**config.mk**
```make
export PLATFORM = sky130hd
export DESIGN_NAME = ufrs_top
export DESIGN_NICKNAME = d
export VERILOG_FILES = /design/src/hw/ufrs_pkg.sv /design/src/hw/ufrs_top.sv
export VERILOG_INCLUDE_DIRS = /design/src /design/src/hw
export SDC_FILE = /design/constraint.sdc
export NUM_CORES = 1
export LEC_CHECK = 0
export BUFFER_PORTS_ARGS = -buffer_cell sky130_fd_sc_hd__clkbuf_2
export CORE_ASPECT_RATIO = 2
export CORE_MARGIN = 8
export CORE_UTILIZATION = 55
export DETAILED_ROUTE_END_ITERATION = 7
export PLACE_DENSITY = 0.79
export SYNTH_ARGS = -nofsm -noshare
export SYNTH_HDL_FRONTEND = slang
export SYNTH_SLANG_ARGS = --single-unit
```
**constraint.sdc**
```tcl
create_clock -name CLK_SYS -period 3.3 [get_ports CLK_SYS]
set_input_delay 0.66 -clock CLK_SYS [delete_from_list [all_inputs] [get_ports CLK_SYS]]
set_output_delay 0.66 -clock CLK_SYS [all_outputs]
set_load 0.05 [all_outputs]
```
**src/hw/ufrs_params.svh**
```systemverilog
`ifndef UFRS_PARAMS_SVH
`define UFRS_PARAMS_SVH

// Register offsets (byte addresses)
`define UFRS_OFS_ACTION     8'h00
`define UFRS_OFS_STATUS     8'h04
`define UFRS_OFS_CLEAR      8'h08
`define UFRS_OFS_ENABLE     8'h0C
`define UFRS_OFS_STATE      8'h10

// Action register fields
`define UFRS_RESP_MSB       7
`define UFRS_RESP_LSB       6
`define UFRS_RETRY_MSB      5
`define UFRS_RETRY_LSB      3
`define UFRS_DLY_MSB        2
`define UFRS_DLY_LSB        0
`define UFRS_ACTION_RST     8'h00
`define UFRS_RETRY_INF      3'h7

// Event bits of status, clear and enable registers
`define UFRS_EV_FAULT       0
`define UFRS_EV_DISABLE     1
`define UFRS_EV_RESTART     2
`define UFRS_EV_LATCH       3
`define UFRS_EV_RST         4'h0

// Timing
`define UFRS_CLK_MHZ        250
`define UFRS_US_PER_MS      1000
`define UFRS_CYC_PER_MS     (`UFRS_CLK_MHZ * `UFRS_US_PER_MS)

// First delay, ms, per delay code
`define UFRS_D1_0           12'd10
`define UFRS_D1_1           12'd20
`define UFRS_D1_2           12'd40
`define UFRS_D1_3           12'd80
`define UFRS_D1_4           12'd160
`define UFRS_D1_5           12'd320
`define UFRS_D1_6           12'd640
`define UFRS_D1_7           12'd1280

// Second delay, ms, per delay code
`define UFRS_D2_0           12'd252
`define UFRS_D2_1           12'd558
`define UFRS_D2_2           12'd924
`define UFRS_D2_3           12'd1260
`define UFRS_D2_4           12'd1596
`define UFRS_D2_5           12'd1932
`define UFRS_D2_6           12'd2268
`define UFRS_D2_7           12'd2604

`endif

```
**src/hw/ufrs_pkg.sv**
```systemverilog
package ufrs_pkg;
`include "ufrs_params.svh"

    typedef enum logic [2:0] {
        ST_RUN,
        ST_DELAY1,
        ST_OFF_WAIT,
        ST_HOLD,
        ST_LATCHED
    } ufrs_state_type;

    typedef struct packed {
        logic [1:0] resp;
        logic [2:0] retry;
        logic [2:0] dly;
    } ufrs_action_type;

    typedef struct packed {
        ufrs_state_type  st;
        ufrs_action_type action;
        logic [3:0]      sts;
        logic [3:0]      ena;
        logic [2:0]      cnt;
        logic [11:0]     timer;
        logic [31:0]     tick;
        logic            restart;
        logic [31:0]     rdata;
    } ufrs_regs_type;

    function automatic logic [11:0] ufrs_dly1_ms(input logic [2:0] code);
        case (code)
            3'h0:    return `UFRS_D1_0;
            3'h1:    return `UFRS_D1_1;
            3'h2:    return `UFRS_D1_2;
            3'h3:    return `UFRS_D1_3;
            3'h4:    return `UFRS_D1_4;
            3'h5:    return `UFRS_D1_5;
            3'h6:    return `UFRS_D1_6;
            default: return `UFRS_D1_7;
        endcase
    endfunction

    function automatic logic [11:0] ufrs_dly2_ms(input logic [2:0] code);
        case (code)
            3'h0:    return `UFRS_D2_0;
            3'h1:    return `UFRS_D2_1;
            3'h2:    return `UFRS_D2_2;
            3'h3:    return `UFRS_D2_3;
            3'h4:    return `UFRS_D2_4;
            3'h5:    return `UFRS_D2_5;
            3'h6:    return `UFRS_D2_6;
            default: return `UFRS_D2_7;
        endcase
    endfunction
endpackage

```
**src/hw/ufrs_top.sv**
```systemverilog
// What this block does
// - Response 10 shuts the output down on an undervoltage fault and retries up to the retry field.
// - Response 11 disables the output on a fault and resumes only once the fault has cleared.
// - Retry field codes 000 to 110 give zero to six restart attempts.
// - A fault still present after the last attempt latches the output off, even after the fault clears.
// - The latched-off state is left only on reset, a power-off/power-on cycle or loss of bias.
// - Restart attempts are spaced by the second delay chosen by the delay field.
// - The delay field picks both delays: fault-to-disable (10 ms at 000) and retry gap (252 ms).
// - Response 01 keeps running through the first delay, then acts as retry if the fault remains.
`timescale 1ns/1ps
`include "ufrs_params.svh"

module ufrs_top
    import ufrs_pkg::*;
#(
    parameter int TICK_CYCLES = `UFRS_CYC_PER_MS
) (
    input  wire logic        CLK_SYS,
    input  wire logic        SYS_RST,
    input  wire logic [7:0]  ADDR,
    input  wire logic [31:0] WDATA,
    input  wire logic        WR,
    input  wire logic        RD,
    output logic      [31:0] RDATA,
    input  wire logic        UV_FAULT,
    input  wire logic        POWER_CYCLE,
    input  wire logic        BIAS_LOST,
    output logic             OUT_EN,
    output logic             RESTART,
    output logic             LATCHED,
    output logic             IRQ
);

    ufrs_regs_type r_r;
    ufrs_regs_type r_nxt;
    logic          ms_tick;
    logic          expired;
    logic          retries_left;
    logic          latch_release;
    logic [3:0]    ev;

    assign ms_tick = (r_r.tick == 32'(TICK_CYCLES - 1));
    assign expired = ms_tick && (r_r.timer == 12'h000);
    // Code 111 is treated as unlimited attempts
    assign retries_left = (r_r.action.retry == `UFRS_RETRY_INF)
                       || (r_r.cnt < r_r.action.retry);
    assign latch_release = POWER_CYCLE || BIAS_LOST;

    always_comb begin
        r_nxt = r_r;
        ev = 4'h0;
        r_nxt.restart = 1'b0;

        // Millisecond time base, restarted whenever a delay is loaded
        if (ms_tick) begin
            r_nxt.tick = 32'h0000_0000;
            if (r_r.timer != 12'h000) begin
                r_nxt.timer = r_r.timer - 12'h001;
            end
        end else begin
            r_nxt.tick = r_r.tick + 32'h0000_0001;
        end

        case (r_r.st)
            ST_RUN: begin
                if (!UV_FAULT) begin
                    r_nxt.cnt = 3'h0;
                end
                if (UV_FAULT && r_r.action.resp != 2'b00) begin
                    ev[`UFRS_EV_FAULT] = 1'b1;
                    r_nxt.tick = 32'h0000_0000;
                    case (r_r.action.resp)
                        2'b01: begin
                            r_nxt.st = ST_DELAY1;
                            r_nxt.timer = ufrs_dly1_ms(r_r.action.dly) - 12'h001;
                        end
                        2'b10: begin
                            ev[`UFRS_EV_DISABLE] = 1'b1;
                            r_nxt.st = ST_OFF_WAIT;
                            r_nxt.timer = ufrs_dly2_ms(r_r.action.dly) - 12'h001;
                        end
                        default: begin
                            ev[`UFRS_EV_DISABLE] = 1'b1;
                            r_nxt.st = ST_HOLD;
                        end
                    endcase
                end
            end
            ST_DELAY1: begin
                // Output stays on while the first delay runs
                if (expired) begin
                    r_nxt.tick = 32'h0000_0000;
                    if (UV_FAULT) begin
                        ev[`UFRS_EV_DISABLE] = 1'b1;
                        r_nxt.st = ST_OFF_WAIT;
                        r_nxt.timer = ufrs_dly2_ms(r_r.action.dly) - 12'h001;
                    end else begin
                        r_nxt.st = ST_RUN;
                        r_nxt.cnt = 3'h0;
                    end
                end
            end
            ST_OFF_WAIT: begin
                if (expired) begin
                    r_nxt.tick = 32'h0000_0000;
                    if (!UV_FAULT) begin
                        // Attempt succeeds: fault is gone, output restarts
                        ev[`UFRS_EV_RESTART] = 1'b1;
                        r_nxt.restart = 1'b1;
                        r_nxt.st = ST_RUN;
                        r_nxt.cnt = 3'h0;
                    end else if (retries_left) begin
                        // Attempt fails: count it and wait another gap
                        ev[`UFRS_EV_RESTART] = 1'b1;
                        r_nxt.restart = 1'b1;
                        r_nxt.cnt = r_r.cnt + 3'h1;
                        r_nxt.timer = ufrs_dly2_ms(r_r.action.dly) - 12'h001;
                    end else begin
                        ev[`UFRS_EV_LATCH] = 1'b1;
                        r_nxt.st = ST_LATCHED;
                    end
                end
            end
            ST_HOLD: begin
                if (!UV_FAULT) begin
                    r_nxt.st = ST_RUN;
                    r_nxt.cnt = 3'h0;
                end
            end
            ST_LATCHED: begin
                // A fault vanishing is not enough; only a power event or reset releases
                if (latch_release) begin
                    r_nxt.st = ST_RUN;
                    r_nxt.cnt = 3'h0;
                end
            end
            default: begin
                r_nxt.st = ST_RUN;
            end
        endcase

        // Register writes
        if (WR) begin
            case (ADDR)
                `UFRS_OFS_ACTION: begin
                    r_nxt.action = ufrs_action_type'(WDATA[7:0]);
                end
                `UFRS_OFS_CLEAR: begin
                    r_nxt.sts = r_r.sts & ~WDATA[3:0];
                end
                `UFRS_OFS_ENABLE: begin
                    r_nxt.ena = WDATA[3:0];
                end
                default: begin
                end
            endcase
        end
        // Events win over a clear in the same cycle
        r_nxt.sts = r_nxt.sts | ev;

        // Read data stands only in the cycle after the strobe
        r_nxt.rdata = 32'h0000_0000;
        if (RD) begin
            case (ADDR)
                `UFRS_OFS_ACTION: r_nxt.rdata = {24'h00_0000, r_r.action};
                `UFRS_OFS_STATUS: r_nxt.rdata = {28'h000_0000, r_r.sts};
                `UFRS_OFS_ENABLE: r_nxt.rdata = {28'h000_0000, r_r.ena};
                `UFRS_OFS_STATE: begin
                    r_nxt.rdata = {24'h00_0000, 2'b00, r_r.cnt, r_r.st};
                end
                default:          r_nxt.rdata = 32'h0000_0000;
            endcase
        end
    end

    always_ff @(posedge CLK_SYS) begin
        if (SYS_RST) begin
            r_r.st      <= ST_RUN;
            r_r.action  <= ufrs_action_type'(`UFRS_ACTION_RST);
            r_r.sts     <= `UFRS_EV_RST;
            r_r.ena     <= `UFRS_EV_RST;
            r_r.cnt     <= 3'h0;
            r_r.timer   <= 12'h000;
            r_r.tick    <= 32'h0000_0000;
            r_r.restart <= 1'b0;
            r_r.rdata   <= 32'h0000_0000;
        end else begin
            r_r <= r_nxt;
        end
    end

    // Output is off while waiting, holding or latched; delay 1 keeps it on
    assign OUT_EN  = (r_r.st == ST_RUN) || (r_r.st == ST_DELAY1);
    assign RESTART = r_r.restart;
    assign LATCHED = (r_r.st == ST_LATCHED);
    assign RDATA   = r_r.rdata;
    assign IRQ     = |(r_r.sts & r_r.ena);

endmodule // ufrs_top

```
==> flow_summary.toml, run 1 <==
[run_status]
status = "completed"

[global_routing]
gr-total-overflow = 0
antenna_found_initial = 0
grt_max_degree = 34
grt_pass1_vias = 3952
grt_use_total = 0.194
grt_first_pass_wirelength_um = 17400

[cells_and_area]
multiInputGateArea_um2 = 2470
regArea_um2 = 1500
syn2layout_area_growth_pct = 9.60
nets = 614
antenna_cells = 0
final_cells = 656
drive_above_1_share = 0.137
fillers = 691
fin_util = 0.618

[route]
ant_nets = 0
wirelength_um = 10400
first_pass_iters = 5
vias_per_cell = 5.78
drt-wirelength-per-cell_um = 15.8
drtIter0Drc = 162
drc = 0
vias = 3791

[hold_path]
min_path_type = "reg -> reg"

[synth]
synth-edff-count = 0
synth_area_leaders = "dfxtp_1 35%, nor2_1 6.4%, buf_4 5.6%"
synth_top_cell_by_area = "dfxtp_1"
yosys_warnings = 0
ys_async_sr_fraction = 0
synth_top_area_share = 0.350
yosysSeqAreaShare = 0.350
synth_cells = 540
post-synth-top-count-cell = "dfxtp_1"
synthTopCellsByCount = "75 x dfxtp_1, 73 x nor2_1, 47 x nand2_1, 32 x buf_4, 29 x nand3_1"
ys.flop_type = "dfxtp_1"
synth_area_um2 = 4290
ys_seq_elements = 75
synth.avg_cell_area_um2 = 7.94
yosysUniqueCellTypes = 63

[setup_path]
startpoint_type = "register"
cp_slowest_stage_delay_ps = 570
critPathKind = "reg -> reg"
r2r_start = "r_r[65]"
reg2reg_setup_slack_ps = 450
critPathMaxFanout = 5
crit_slowest_cell = "or4b_4"
required_ps = 3550
startpoint = "r_r[65]"
arrival_ps = 3100
r2r_end = "r_r[75]"
ff2ff_path_depth = 9
end_kind = "register"
crit_end = "r_r[75]"
cp_cell_sequence = "inv_1, ha_1, or3b_1, or4b_4, nor3_2, a32oi_1, nor2_1, nand3_1, o211ai_1"

[clock_tree]
cts_buffers = 9
postCtsHoldBufs = 0
clkSlewWorstSetupHoldPaths_ps = 60
worstSkewPairLatency_ps = 340
postCtsSetupBuffers = 0
clk_path_buf_depth = 2
cts_root_buf = "clkbuf_16"
post_cts_resized = 0
cts_sinks = 75
cts_tree = "built"
htreeDepth = 3

[timing]
setup_viol = 0
holdWs_ps = 473
final_max_slew_viol_count = 0
rsz0062_at_grt = "no"
finalSetupTns_ps = 0
skew_ps = 5.58
post-route-period-util = 0.864
slew_headroom = 0.453
worst_pin_slew_ps = 813
hold_viol = 0
max_freq_mhz = 351
min_period_ps = 2850

[floorplan]
start_util = 0.564
die-height_um = 141
fp-row-count = 45
fp.coreArea_um2 = 7600
ioPinCount = 83
die_x_um = 78.4
die-area_um2 = 11100

[place]
io_buffers = 34
dpl.cell_count = 640
routabilityCongestion = 0.931
hpwl_um = 7900

[run]
cap_violations = 0

[power_and_ir_drop]
p_leak_nw = 1.81
power_mw = 2.10
vdd.ir_drop.worst_v = 0.000310
pwr_density_cell_nw_per_um2 = 447
==> flip-flops by register name (all words and copies together), names as in the netlist <==
signal and flops:
r_r 66, RDATA 8, RESTART 1
==> through the flow <==
| stage | area [um2] | setup WS [ps] |
|---|---|---|
| 2_1_floorplan | 4380 | 604 |
| 3_5_place_dp | 4370 | 491 |
| 3_3_place_gp | 4370 | 541 |
| 4_1_cts | 4700 | 464 |
| 5_1_grt | 4700 | 248 |
| 6_report | 4700 | 447 |
==> placed cells by master, fill, tap and decap left out, types with 2 or more instances in the layout <==
cell / n
and2_1: 2
bufinv_16: 2
inv_1: 19
xnor2_1: 17
buf_4: 6
mux2i_1: 6
a31oi_1: 9
and4_1: 5
o21ai_1: 3
xor2_1: 22
o22ai_1: 3
nor4b_1: 2
nand2_1: 47
and3_1: 6
or2_2: 5
a221oi_1: 3
or3_1: 4
a31o_1: 2
conb_1: 24
o31ai_1: 2
nand3_1: 29
nor3_1: 15
clkbuf_8: 2
ha_1: 10
nor2_1: 73
clkbuf_2: 34
nand4_1: 13
a21oi_1: 26
a41oi_1: 2
nor2b_1: 9
a22oi_1: 9
mux2_2: 9
clkbuf_16: 9
nor4_1: 10
o21ai_0: 13
nor3b_1: 4
dfxtp_1: 75
nand2b_1: 2
==> report_power, final <==
part / internal (mW) / switching (mW)
logic: 0.0213 / 0.0967
registers: 0.909 / 0.00339
clock network: 0.702 / 0.367
total: 1.63 / 0.467
==> cell families after synthesis <==
logic type               synth area share
AND/OR/NAND/NOR                     0.266
AO/OA/AOI/OAI                       0.142
buffers and inverters              0.0951
flip-flops                          0.350
XOR/XNOR                           0.0796
multiplexers                       0.0376
adder cells (fa/ha/maj)            0.0292
other                            0.000874
==> layout make-up <==
cell class | count | area share
tap | 94 | 0.0250
multi-input combinational | 412 | 0.525
clock inverter | 4 | 0.0154
inverter | 19 | 0.0152
timing repair buffer | 40 | 0.0458
clock buffer | 12 | 0.0546
sequential | 75 | 0.319
==> per-layer routing <==
layer | vias up | GRT usage | wire [um]
met5 | - | 0 | 0
met4 | 0 | 0.148 | 571
met3 | 42 | 0.0376 | 380
met2 | 119 | 0.372 | 5930
met1 | 1757 | 0.165 | 3520
li1 | 1873 | - | -
==> worst max-delay path, delay by kind of cell (launching register included) <==
family	cells	cell delay (ps)
AO/OA/AOI/OAI	2	440
buffers and inverters	1	110
adder cells (fa/ha/maj)	1	170
AND/OR/NAND/NOR	5	1730
flip-flops	1	310
==> worst min-delay path by stage <==
stage,to,slack (ps),start,cells after the start
finish,r_r[33],470,r_r[33],1
global route,r_r[33],490,r_r[33],1
CTS,r_r[33],470,r_r[33],1
detailed placement,r_r[33],460,r_r[33],1
global placement,r_r[33],450,r_r[33],1
floorplan,r_r[33],430,r_r[33],1
Power figures use the tool's default switching activity.
==> run 2: changes to the inputs <==
--- a/config.mk
+++ b/config.mk
@@ -12,6 +12,7 @@
 export CORE_UTILIZATION = 55
 export DETAILED_ROUTE_END_ITERATION = 7
 export PLACE_DENSITY = 0.79
+export RECOVER_POWER = 50
 export SYNTH_ARGS = -nofsm -noshare
 export SYNTH_HDL_FRONTEND = slang
 export SYNTH_SLANG_ARGS = --single-unit
==> run 2 against run 1 <==
The run now ends with capacitance limit, slew limit left. Via count increased by 0.69%. Highest routed layer unchanged. Sequential power about the same. Routed wire length increased by 0.48%. Clock power about the same. Critical path type unchanged. Global-route usage unchanged. Register-to-register slack about the same. Largest cell class unchanged.
==> flow_summary.toml, run 2 (synthesized netlist as in run 1, its figures left out) <==
[timing]
rsz0062_at_grt = "no"
post-route-period-util = 0.863
worst_pin_slew_ps = 1580
skew_ps = 6.08
final_max_slew_viol_count = 34
hold_viol = 0
min_period_ps = 2850
slew_headroom = -0.0536
setup_slack_ps = 452
setup_viol = 0
max_freq_mhz = 351
finalSetupTns_ps = 0

[floorplan]
die_x_um = 78.4
fp.coreArea_um2 = 7600
die-area_um2 = 11100
fp-row-count = 45
die-height_um = 141
start_util = 0.564
ioPinCount = 83

[cells_and_area]
final_area_um2 = 4680
regArea_um2 = 1500
drive_above_1_share = 0.112
antenna_cells = 0
top_register = "r_r"
final_cells = 656
syn2layout_area_growth_pct = 9.01
multiInputGateArea_um2 = 2470
nets = 614
largest_register_ffs = 66
fillers = 702
final_common_cell = "dfxtp_1"
final_cell_mix = "75 x dfxtp_1, 73 x nor2_1, 47 x nand2_1"

[clock_tree]
cts_tree = "built"
cts_buffers = 9
cts_root_buf = "clkbuf_16"
post_cts_resized = 0
htreeDepth = 3
postCtsSetupBuffers = 0
postCtsHoldBufs = 0
clk_path_buf_depth = 2
clkSlewWorstSetupHoldPaths_ps = 60
worstSkewPairLatency_ps = 340
cts_sinks = 75

[global_routing]
gr-total-overflow = 0
grt_max_degree = 34
grt_use_total = 0.194
grt_pass1_vias = 3952
grt_first_pass_wirelength_um = 17400
antenna_found_initial = 0

[place]
dpl.cell_count = 640
hpwl_um = 7900
dpl_cell_area_um2 = 4370
routabilityCongestion = 0.931
post-place-ws_ps = 491
io_buffers = 34

[power_and_ir_drop]
power_mw = 2.10
vdd.ir_drop.worst_v = 0.000310
pwr_density_cell_nw_per_um2 = 449
p_leak_nw = 1.76

[setup_path]
ff2ff_path_depth = 9
arrival_ps = 3090
end_kind = "register"
required_ps = 3540
critPathKind = "reg -> reg"
startpoint_type = "register"
startpoint = "r_r[65]"
r2r_end = "r_r[98]"
critPathMaxFanout = 7
reg2reg_setup_slack_ps = 450
crit_end = "r_r[98]"
r2r_start = "r_r[65]"

[hold_path]
min_path_type = "reg -> reg"
worstHoldStart = "r_r[33]"

[run_status]
status = "complete, but fails checks"
violations = "capacitance limit, slew limit"

[route]
drt-wirelength-per-cell_um = 15.9
vias_per_cell = 5.82
first_pass_iters = 4
drtIter0Drc = 143
ant_nets = 0
wirelength_um = 10400
vias = 3817
drc = 0

[run]
cap_violations = 1
-- run 2: cell count changes in the layout (fill, tap and decap cells not counted) --
cell,change
buf_4,-3
clkbuf_1,+14
clkbuf_2,-11
-- run 2: worst min path at each step --
stage	end	cells after the start	slack (ps)
detailed placement	r_r[33]	1	460
finish	r_r[33]	1	470
global route	r_r[33]	1	490
CTS	r_r[33]	1	470
global placement	r_r[33]	1	450
floorplan	r_r[33]	1	430
-- run 2: per-stage QoR --
stage                     hold WS, ps  utilization
after detailed placement          457        0.575
after CTS                         469        0.618
after global placement            445        0.575
after floorplan                   430            -
after global routing              489        0.615
final                             473        0.615
-- run 2: layout make-up --
cell class,count,area share
inverters,19,0.0153
multi-input cells,412,0.527
clock buffers,12,0.0549
well taps,94,0.0252
flip-flops and latches,75,0.321
repair buffers,40,0.0407
clock inverters,4,0.0155
-- run 2: metal layers --
layer / vias to the layer above / share of wire / track usage
li1: 1878 / - / -
met1: 1784 / 0.34 / 0.165
met2: 110 / 0.57 / 0.372
met3: 45 / 0.032 / 0.0376
met4: 0 / 0.056 / 0.148
met5: - / 0 / 0
-- run 2: critical path, stage by stage, from the launching register on --
cell	delay, ps
dfxtp_1	310
inv_1	110
ha_1	170
or3b_1	390
or4b_4	570
or3_1	490
o21ai_0	210
o21a_2	230
a21oi_2	70
a211oi_2	190
-- run 2: report_power, final --
part / total (mW) / internal, mW / switching [mW]
Sequential: 0.912 / 0.909 / 0.00343
Combinational: 0.117 / 0.0205 / 0.0967
Clock: 1.07 / 0.702 / 0.368
